===== src/design/bier_consts.vh =====
`ifndef BIER_CONSTS_VH
`define BIER_CONSTS_VH
`define BIER_OFS_BIAS 4'h4
`define BIER_OFS_IDENT 4'h5
`define BIER_OFS_FAULT 4'h6
`define BIER_OFS_FAULT_EN 4'h7
`define BIER_OFS_IRQ_STAT 4'h8
`define BIER_OFS_IRQ_MASK 4'h9
`define BIER_RST_BIAS 16'h0000
`define BIER_RST_FAULT 16'h0000
`define BIER_RST_FAULT_EN 16'h0000
`define BIER_FAULT_LIVE 16'h0FFF
`define BIER_IDENT_RSVD_HI 7
`define BIER_IDENT_RSVD_LO 4
`define BIER_IDENT_REV_HI 3
`define BIER_IDENT_REV_LO 2
`define BIER_IDENT_VAR_HI 1
`define BIER_IDENT_VAR_LO 0
`define BIER_IRQ_FAULT_BIT 0
`define BIER_IRQ_BITS 2'h3
`endif


===== src/design/bier_sync.v =====
`timescale 1ns/1ns
// Two-stage synchroniser, one per bit, for the raw fault event inputs.
module bier_sync #(
   parameter WIDTH = 12
) (
   input wire ref_clk,
   input wire rst,
   input wire [WIDTH-1:0] async_in,
   output wire [WIDTH-1:0] sync_out
);
   reg [WIDTH-1:0] meta_reg;
   reg [WIDTH-1:0] stable_reg;
   genvar i;
   generate
      for (i = 0; i < WIDTH; i = i + 1) begin : g_bit
         always @(posedge ref_clk) begin
            if (rst) begin
               meta_reg[i] <= 1'b0;
               stable_reg[i] <= 1'b0;
            end else begin
               meta_reg[i] <= async_in[i];
               stable_reg[i] <= meta_reg[i];
            end
         end
      end
   endgenerate
   assign sync_out = stable_reg;
endmodule // bier_sync


===== src/design/bier_regs.v =====
// Operation
// - Bias enable register at offset 0x04, all zeros after reset.
// - Bias bit n controls pin n only; every bit read/write.
// - Bit at one drives bias onto its pin; zero disables it.
// - Identification register at 0x05; value set by fitted model.
// - Identification is 8-bit read-only: reserved top, revision, then variant.
// - Variant field fixed per product, encodes resolution and package; writes ignored.
// - Fault register at 0x06, reset zero, top four bits reserved.
// - Fault flags readable, cleared by writing one; zero leaves unchanged.
// - A fault flag sets only when its enable bit is set.
`timescale 1ns/1ns
`include "bier_consts.vh"
module bier_regs #(
   parameter PINS = 16,
   parameter FAULTS = 12,
   parameter [1:0] DIE_REVISION = 2'h2,
   parameter [1:0] VARIANT = 2'h3
) (
   input wire ref_clk,
   input wire rst,
   input wire [3:0] reg_addr,
   input wire [15:0] reg_wdata,
   input wire reg_wr,
   input wire reg_rd,
   output reg [15:0] reg_rdata,
   input wire [FAULTS-1:0] fault_event_in,
   output reg [PINS-1:0] input_bias_voltage_en,
   output reg irq
);
   // DIE_REVISION and VARIANT defaults are arbitrary; they stand in for the fitted model.

   ////////////////////////////////////////////////////////////////////////
   reg [PINS-1:0] pin_bias_enable_map_reg;
   reg [15:0] fault_flags_reg;
   reg [15:0] fault_enable_reg;
   reg [1:0] irq_stat_reg;
   reg [1:0] irq_mask_reg;
   reg [FAULTS-1:0] fault_seen_reg;
   reg [15:0] fault_flags_next;
   reg [1:0] irq_stat_next;
   reg [15:0] rdata_next;
   wire [FAULTS-1:0] fault_sync;
   wire [FAULTS-1:0] fault_rise;
   wire [7:0] device_identification;
   wire wr_fault;
   wire wr_stat;

   bier_sync #(.WIDTH(FAULTS)) u_sync (
      .ref_clk(ref_clk),
      .rst(rst),
      .async_in(fault_event_in),
      .sync_out(fault_sync)
   );

   // Edge detection keeps a persistent fault from re-setting a flag right after software clears it.
   assign fault_rise = fault_sync & ~fault_seen_reg & fault_enable_reg[FAULTS-1:0];
   assign wr_fault = reg_wr && (reg_addr == `BIER_OFS_FAULT);
   assign wr_stat = reg_wr && (reg_addr == `BIER_OFS_IRQ_STAT);
   assign device_identification = {4'h0, DIE_REVISION, VARIANT};

   ////////////////////////////////////////////////////////////////////////
   always @* begin
      fault_flags_next = fault_flags_reg;
      if (wr_fault) begin
         fault_flags_next = fault_flags_reg & ~reg_wdata;
      end
      // A new event beats a clear in the same cycle.
      fault_flags_next[FAULTS-1:0] = fault_flags_next[FAULTS-1:0] | fault_rise;
      fault_flags_next = fault_flags_next & `BIER_FAULT_LIVE;
      irq_stat_next = irq_stat_reg;
      if (wr_stat) begin
         irq_stat_next = irq_stat_reg & ~reg_wdata[1:0];
      end
      if (|fault_rise) begin
         irq_stat_next[`BIER_IRQ_FAULT_BIT] = 1'b1;
      end
   end

   always @* begin
      rdata_next = 16'h0000;
      case (reg_addr)
         `BIER_OFS_BIAS: rdata_next = pin_bias_enable_map_reg;
         `BIER_OFS_IDENT: rdata_next = {8'h00, device_identification};
         `BIER_OFS_FAULT: rdata_next = fault_flags_reg;
         `BIER_OFS_FAULT_EN: rdata_next = fault_enable_reg;
         `BIER_OFS_IRQ_STAT: rdata_next = {14'h0000, irq_stat_reg};
         `BIER_OFS_IRQ_MASK: rdata_next = {14'h0000, irq_mask_reg};
         default: rdata_next = 16'h0000;
      endcase
   end

   ////////////////////////////////////////////////////////////////////////
   always @(posedge ref_clk) begin
      if (rst) begin
         pin_bias_enable_map_reg <= `BIER_RST_BIAS;
         fault_flags_reg <= `BIER_RST_FAULT;
         fault_enable_reg <= `BIER_RST_FAULT_EN;
         irq_stat_reg <= 2'h0;
         irq_mask_reg <= 2'h0;
         fault_seen_reg <= {FAULTS{1'b0}};
         reg_rdata <= 16'h0000;
         input_bias_voltage_en <= {PINS{1'b0}};
         irq <= 1'b0;
      end else begin
         if (reg_wr && (reg_addr == `BIER_OFS_BIAS)) begin
            pin_bias_enable_map_reg <= reg_wdata[PINS-1:0];
         end
         if (reg_wr && (reg_addr == `BIER_OFS_FAULT_EN)) begin
            fault_enable_reg <= reg_wdata & `BIER_FAULT_LIVE;
         end
         if (reg_wr && (reg_addr == `BIER_OFS_IRQ_MASK)) begin
            irq_mask_reg <= reg_wdata[1:0] & `BIER_IRQ_BITS;
         end
         fault_flags_reg <= fault_flags_next;
         irq_stat_reg <= irq_stat_next;
         fault_seen_reg <= fault_sync;
         if (reg_rd) begin
            reg_rdata <= rdata_next;
         end else begin
            reg_rdata <= 16'h0000;
         end
         // Bias outputs follow the map one cycle later, from a flop.
         input_bias_voltage_en <= pin_bias_enable_map_reg;
         irq <= |(irq_stat_next & irq_mask_reg);
      end
   end
endmodule // bier_regs


===== config.mk =====
export PLATFORM = sky130hd
export DESIGN_NAME = bier_regs
export DESIGN_NICKNAME = d
export VERILOG_FILES = /design/src/design/bier_sync.v /design/src/design/bier_regs.v
export VERILOG_INCLUDE_DIRS = /design/src /design/src/design
export SDC_FILE = /design/constraint.sdc
export NUM_CORES = 1
export LEC_CHECK = 0
export BUFFER_PORTS_ARGS = -buffer_cell sky130_fd_sc_hd__buf_2
export CAP_MARGIN = 40
export CORE_AREA = 2 2 109 111
export CTS_BUF_LIST = sky130_fd_sc_hd__clkbuf_4 sky130_fd_sc_hd__clkbuf_8 sky130_fd_sc_hd__clkbuf_16
export DETAILED_ROUTE_END_ITERATION = 16
export DIE_AREA = 0 0 111 113
export SLEW_MARGIN = 20
export SYNTH_ARGS = -nofsm -noshare
export SYNTH_HDL_FRONTEND = slang
export SYNTH_SLANG_ARGS = --single-unit

===== constraint.sdc =====
create_clock -name ref_clk -period 2 [get_ports ref_clk]
set_clock_uncertainty 0.15 [all_clocks]
set_input_delay 0.1 -clock ref_clk [delete_from_list [all_inputs] [get_ports ref_clk]]
set_output_delay 0.1 -clock ref_clk [all_outputs]
set_load 0.02 [all_outputs]

=== Yosys cells after proc, flatten, opt, wreduce, memory -nomap -nowiden ===
Cells that the tools add are included.

* Input port bits: 36
* Register bits after elaboration: 113
* Word-level logic and storage cells: 61

* Bitwise gates (word level): 10
* Eq/ne operators: 6
* Reductions and logical operators: 8
* Muxes and demuxes: 4

{| class="wikitable"
|+ Operators with widths
! operator !! count
|-
| $pmux W16 S6 || 1
|-
| $and A12 B12 Y12 || 3
|-
| $not A12 Y12 || 2
|-
| $eq A4 B3 Y1 const B || 4
|-
| $mux W12 || 1
|-
| $or A12 B12 Y12 || 1
|-
| $reduce_or A12 Y1 || 1
|-
| $eq A4 B4 Y1 const B || 2
|-
| $logic_and A1 B1 Y1 || 5
|-
| $and A2 B2 Y2 || 2
|-
| $reduce_or A2 Y1 || 2
|-
| $mux W2 || 1
|-
| $not A2 Y2 || 1
|-
| $mux W1 || 1
|-
| $not A1 Y1 || 1
|}

=== Depth between registers and ports, before layout ===
* Word-level depth: 7
* Mapped depth: 7
* Mapped depth without buffers: 4

=== Hierarchy ===
Synthesis repeated with hierarchy kept, for this count alone.

* Cell total of the unflattened synthesis: 381
* Area, all modules: 3907.5 um^2

{| class="wikitable"
|+ By module, submodules not included
! module !! instances !! seq. area each (um^2) !! cells an instance !! area an instance (um^2)
|-
| bier_regs || 1 || 1781.7 || 331 || 3214.3
|-
| bier_sync || 1 || 480.5 || 50 || 693.2
|}

=== Worst setup path after synthesis ===
Ideal clock, no wire load.

* Path kind: register to register
* Start point: reg fault_enable_reg[7]
* End point: reg irq
* Slack: 0.594 ns
* Required time: 1.733 ns
* Data arrival time: 1.139 ns
* Stages on the path, launching flop included: 5
* Period minus slack after synthesis: 1.406 ns
* Path through: dfxtp_1 -> and3b_1 -> nor4b_1 -> a41oi_1 -> a22o_1

* Cells in the longest elaborated chain, start to end: 5

{| class="wikitable"
|+ RTL lines
! what !! line !! RTL
|-
| from (decl) || bier_regs.v:35 || <nowiki>reg [15:0] fault_enable_reg;</nowiki>
|-
| from (signal assigned) || bier_regs.v:97 || <nowiki>fault_enable_reg <= `BIER_RST_FAULT_EN;</nowiki>
|-
| from (signal assigned) || bier_regs.v:109 || <nowiki>fault_enable_reg <= reg_wdata & `BIER_FAULT_LIVE;</nowiki>
|-
| $and A12 B12 Y12 || bier_regs.v:56 || <nowiki>assign fault_rise = fault_sync & ~fault_seen_reg & fault_enable_reg[FAULTS-1:0];</nowiki>
|-
| $reduce_or A12 Y1 || bier_regs.v:74 || <nowiki>if (|fault_rise) begin</nowiki>
|-
| $mux W1 || bier_regs.v:74 ||
|-
| $and A2 B2 Y2 || bier_regs.v:124 || <nowiki>irq <= |(irq_stat_next & irq_mask_reg);</nowiki>
|-
| $reduce_or A2 Y1 || bier_regs.v:124 ||
|-
| to (signal assigned) || bier_regs.v:124 ||
|-
| to (decl) || bier_regs.v:28 || <nowiki>output reg irq</nowiki>
|}

Every way passes these cells.
A chain may end at the register's enable or synchronous reset.

=== Worst setup path in the final report ===
* Start point: in reg_addr[3]
* End point: reg fault_enable_reg[11]

* Cells in the longest elaborated chain, start to end: 2

{| class="wikitable"
|+ RTL lines
! what !! line !! RTL
|-
| from (decl) || bier_regs.v:21 || <nowiki>input wire [3:0] reg_addr,</nowiki>
|-
| $eq A4 B3 Y1 || n/a ||
|-
| $logic_and A1 B1 Y1 || bier_regs.v:108 || <nowiki>if (reg_wr && (reg_addr == `BIER_OFS_FAULT_EN)) begin</nowiki>
|}

Every way passes these cells.

==> flow_summary.toml <==
[outcome]
run_status = "complete, no violations"

[die]
die_h_um = 113
ios = 69
die_w_um = 111
fp.dieArea_um2 = 12500
initial_utilization_pct = 34.3
core_region_area_um2 = 11300
std_cell_rows = 39

[worst_setup_path]
timing.setup.critical_path_class = "in2reg"
rr_worst_depth = 4
crit-reg2reg-capture = "irq"
rr_startpoint = "fault_enable_reg[10]"
ff2ff_setup_slack_ns = 0.40
end_kind = "register"
crit_start = "reg_addr[3]"
critical_path.endpoint = "fault_enable_reg[11]"
cp_data_arrival_time_ns = 1.80
worst_ep_required_time_ns = 2.12
timing.critical_path.fanout_max = 12
critPathLaunchType = "input port"

[cts]
cts_max_path_buffers = 2
h-tree-depth = 4
cts_root_buf = "clkbuf_16"
tritoncts = "done"
clock_latency_ns = 0.40
clock-sinks = 113
numCtsBuffers = 17
ctsHoldBuffers = 34
postCtsResizedCells = 0
cts.reportedPaths.clkPinSlew_ns = 0.05
cts_setup_buffers = 0

[yosys]
yosysSeqAreaShare_pct = 58.5
synth_nets = 405
yosys-mux-area-fraction_pct = 11.2
ys_warn_count = 0
synth_cell_type_count = 33
synth-simple-area-share_pct = 22.4
yosys.area_share.xor_xnor_pct = 0
synth_compound_area_share_pct = 4.70
post_synthesis_cell_count = 369
synth_area_per_cell_um2 = 10.5
syn-cell-area_um2 = 3860
synth_fa_ha_area_share_pct = 0
yosys_register_bits = 113
combinational_family_with_the_most_area_after_synthesis = "simple AND/OR/NAND/NOR gates"

[timing]
fin_crit_ns = 1.68
slew_at_the_pin_closest_to_its_max_slew_limit_ns = 0.430
fmax_mhz = 594
grt_setup_unrepaired = "no"
setup_viol = 0
fin_tns_setup_ns = 0
slew_headroom_pct = 71.3
maxSlewViolCount = 0
final.period_utilization_pct = 84.1
report.final.hold_viol_count = 0

[layout]
final_layout_size_suffix_gt1_share_pct = 23.2
mostFrequentLayoutCells = "dfxtp_1 (113), buf_2 (68), nor2_1 (60)"
nNetsFinal = 516
insertedDiodeCount = 0
layout_commonest_cell = "dfxtp_1"
stdcell_count = 634
syn2layout_area_growth_pct = 37.1
finalInstanceArea_um2 = 5300

[power]
p_leak_nw = 2.33
power.ir.vdd_worst_v = 0.000382
power_per_cell_area_nw_per_um2 = 1050

[grt]
grt_pass1_wl_um = 13300
globalRoute.totalOverflow = 0
largest_net_degree_at_the_start_of_global_routing = 37
grtUsageTotal_pct = 13.9
vias_in_the_first_global_route = 2738
antenna_found_initial = 0

[placement]
numPlacedInstances = 570
portBuffers = 68
place.detailed.hpwl_um = 5580
gp_routability_congestion = 0.895
placement.cell_area_um2 = 4350

[drt]
avgRoutedWirePerCell_um = 13.2
detail_route.wirelength_um = 8360
first_pass_iters = 4
via_count = 2824
detailedRoute.firstIterationViolations = 100
post-route-drc-count = 0
routed_via_density = 4.45
postRouteAntennaNets = 0

[hold_path]
whs_path_depth = 5
worst_hold_path_type = "in2reg"

[flow_run]
timing.max_cap.violations = 0
## cells by family after synthesis
kind of cell           Yosys count
DFF                            113
AOI/OAI and AO/OA               31
buffers and inverters           23
muxes                           43
and+or+nand+nor                159
## how the worst min path moves through the flow
stage                      startpoint                  to  slack [ns]
floorplan           fault_event_in[0]  u_sync.meta_reg[0]        0.08
global placement    fault_event_in[2]  u_sync.meta_reg[2]        0.17
detailed placement  fault_event_in[2]  u_sync.meta_reg[2]        0.16
CTS                       reg_addr[0]        reg_rdata[3]        0.09
global route              reg_addr[0]        reg_rdata[3]        0.13
finish                    reg_addr[0]        reg_rdata[2]        0.13
## where the power goes
part	switching (W)	internal, W	total, W
Combinational	0.000118	0.000123	0.000241
Clock	0.000941	0.00205	0.00300
Sequential	0.0000156	0.00230	0.00231
Total	0.00107	0.00448	0.00555
## cells in the mapped netlist
library cell | n | area (µm²)
buf_6 | 1 | 11.3
nor4b_1 | 1 | 8.76
and2b_1 | 1 | 7.51
nand2_1 | 5 | 18.8
a41o_1 | 1 | 10.0
dfxtp_1 | 113 | 2260
mux2i_1 | 40 | 400
and3_1 | 1 | 6.26
and4bb_1 | 1 | 12.5
nor2b_1 | 53 | 332
nand3b_1 | 2 | 15.0
nor4_1 | 2 | 12.5
mux2_2 | 3 | 33.8
and3b_1 | 11 | 96.3
a22o_1 | 1 | 8.76
a21oi_1 | 23 | 115
nor3b_2 | 1 | 12.5
a41oi_1 | 2 | 17.5
buf_1 | 2 | 7.51
buf_2 | 3 | 15.0
a211oi_1 | 1 | 7.51
nand3_2 | 1 | 10.0
buf_8 | 1 | 15.0
and2_1 | 5 | 31.3
o21ai_0 | 1 | 5.00
nand3_1 | 12 | 60.1
inv_1 | 2 | 7.51
o221ai_1 | 2 | 17.5
buf_4 | 3 | 22.5
nand2b_1 | 2 | 12.5
nor3_1 | 1 | 5.00
clkbuf_1 | 11 | 41.3
nor2_1 | 60 | 225
## critical path, stage by stage
cell and delay (ns):
dlygate4sd3_1 0.55, buf_2 0.14, nor2b_1 0.27, nand3_2 0.42
mux2i_1 0.27, nor2_1 0.06
## metrics by stage
step           util, %  setup slack [ns]  total power [W]  hold slack [ns]
2_1_floorplan        -             0.594          0.00246           0.0782
3_3_place_gp      38.6             0.416          0.00255            0.167
3_5_place_dp      38.6             0.383          0.00255            0.164
4_1_cts           47.0             0.309          0.00562           0.0911
5_1_grt           47.0             0.196          0.00576            0.127
6_report          47.0             0.317          0.00555            0.125
## layer usage
layer  share of wire (%)  global-route usage [%]
met4                 2.0                    8.08
met1                  47                    17.2
met5                   0                       0
met3                 5.4                    4.98
met2                  46                    20.9
## area by class of cell
cell class,instances,area (µm²)
Sequential cell,113,2260
Clock inverter,4,72.6
Multi-Input combinational cell,233,1480
Inverter,2,7.51
Fill cell,1038,5980
Clock buffer,26,531
Timing Repair Buffer,113,763
Tap cell,143,179
No activity file was read; power rests on OpenSTA's default activity.
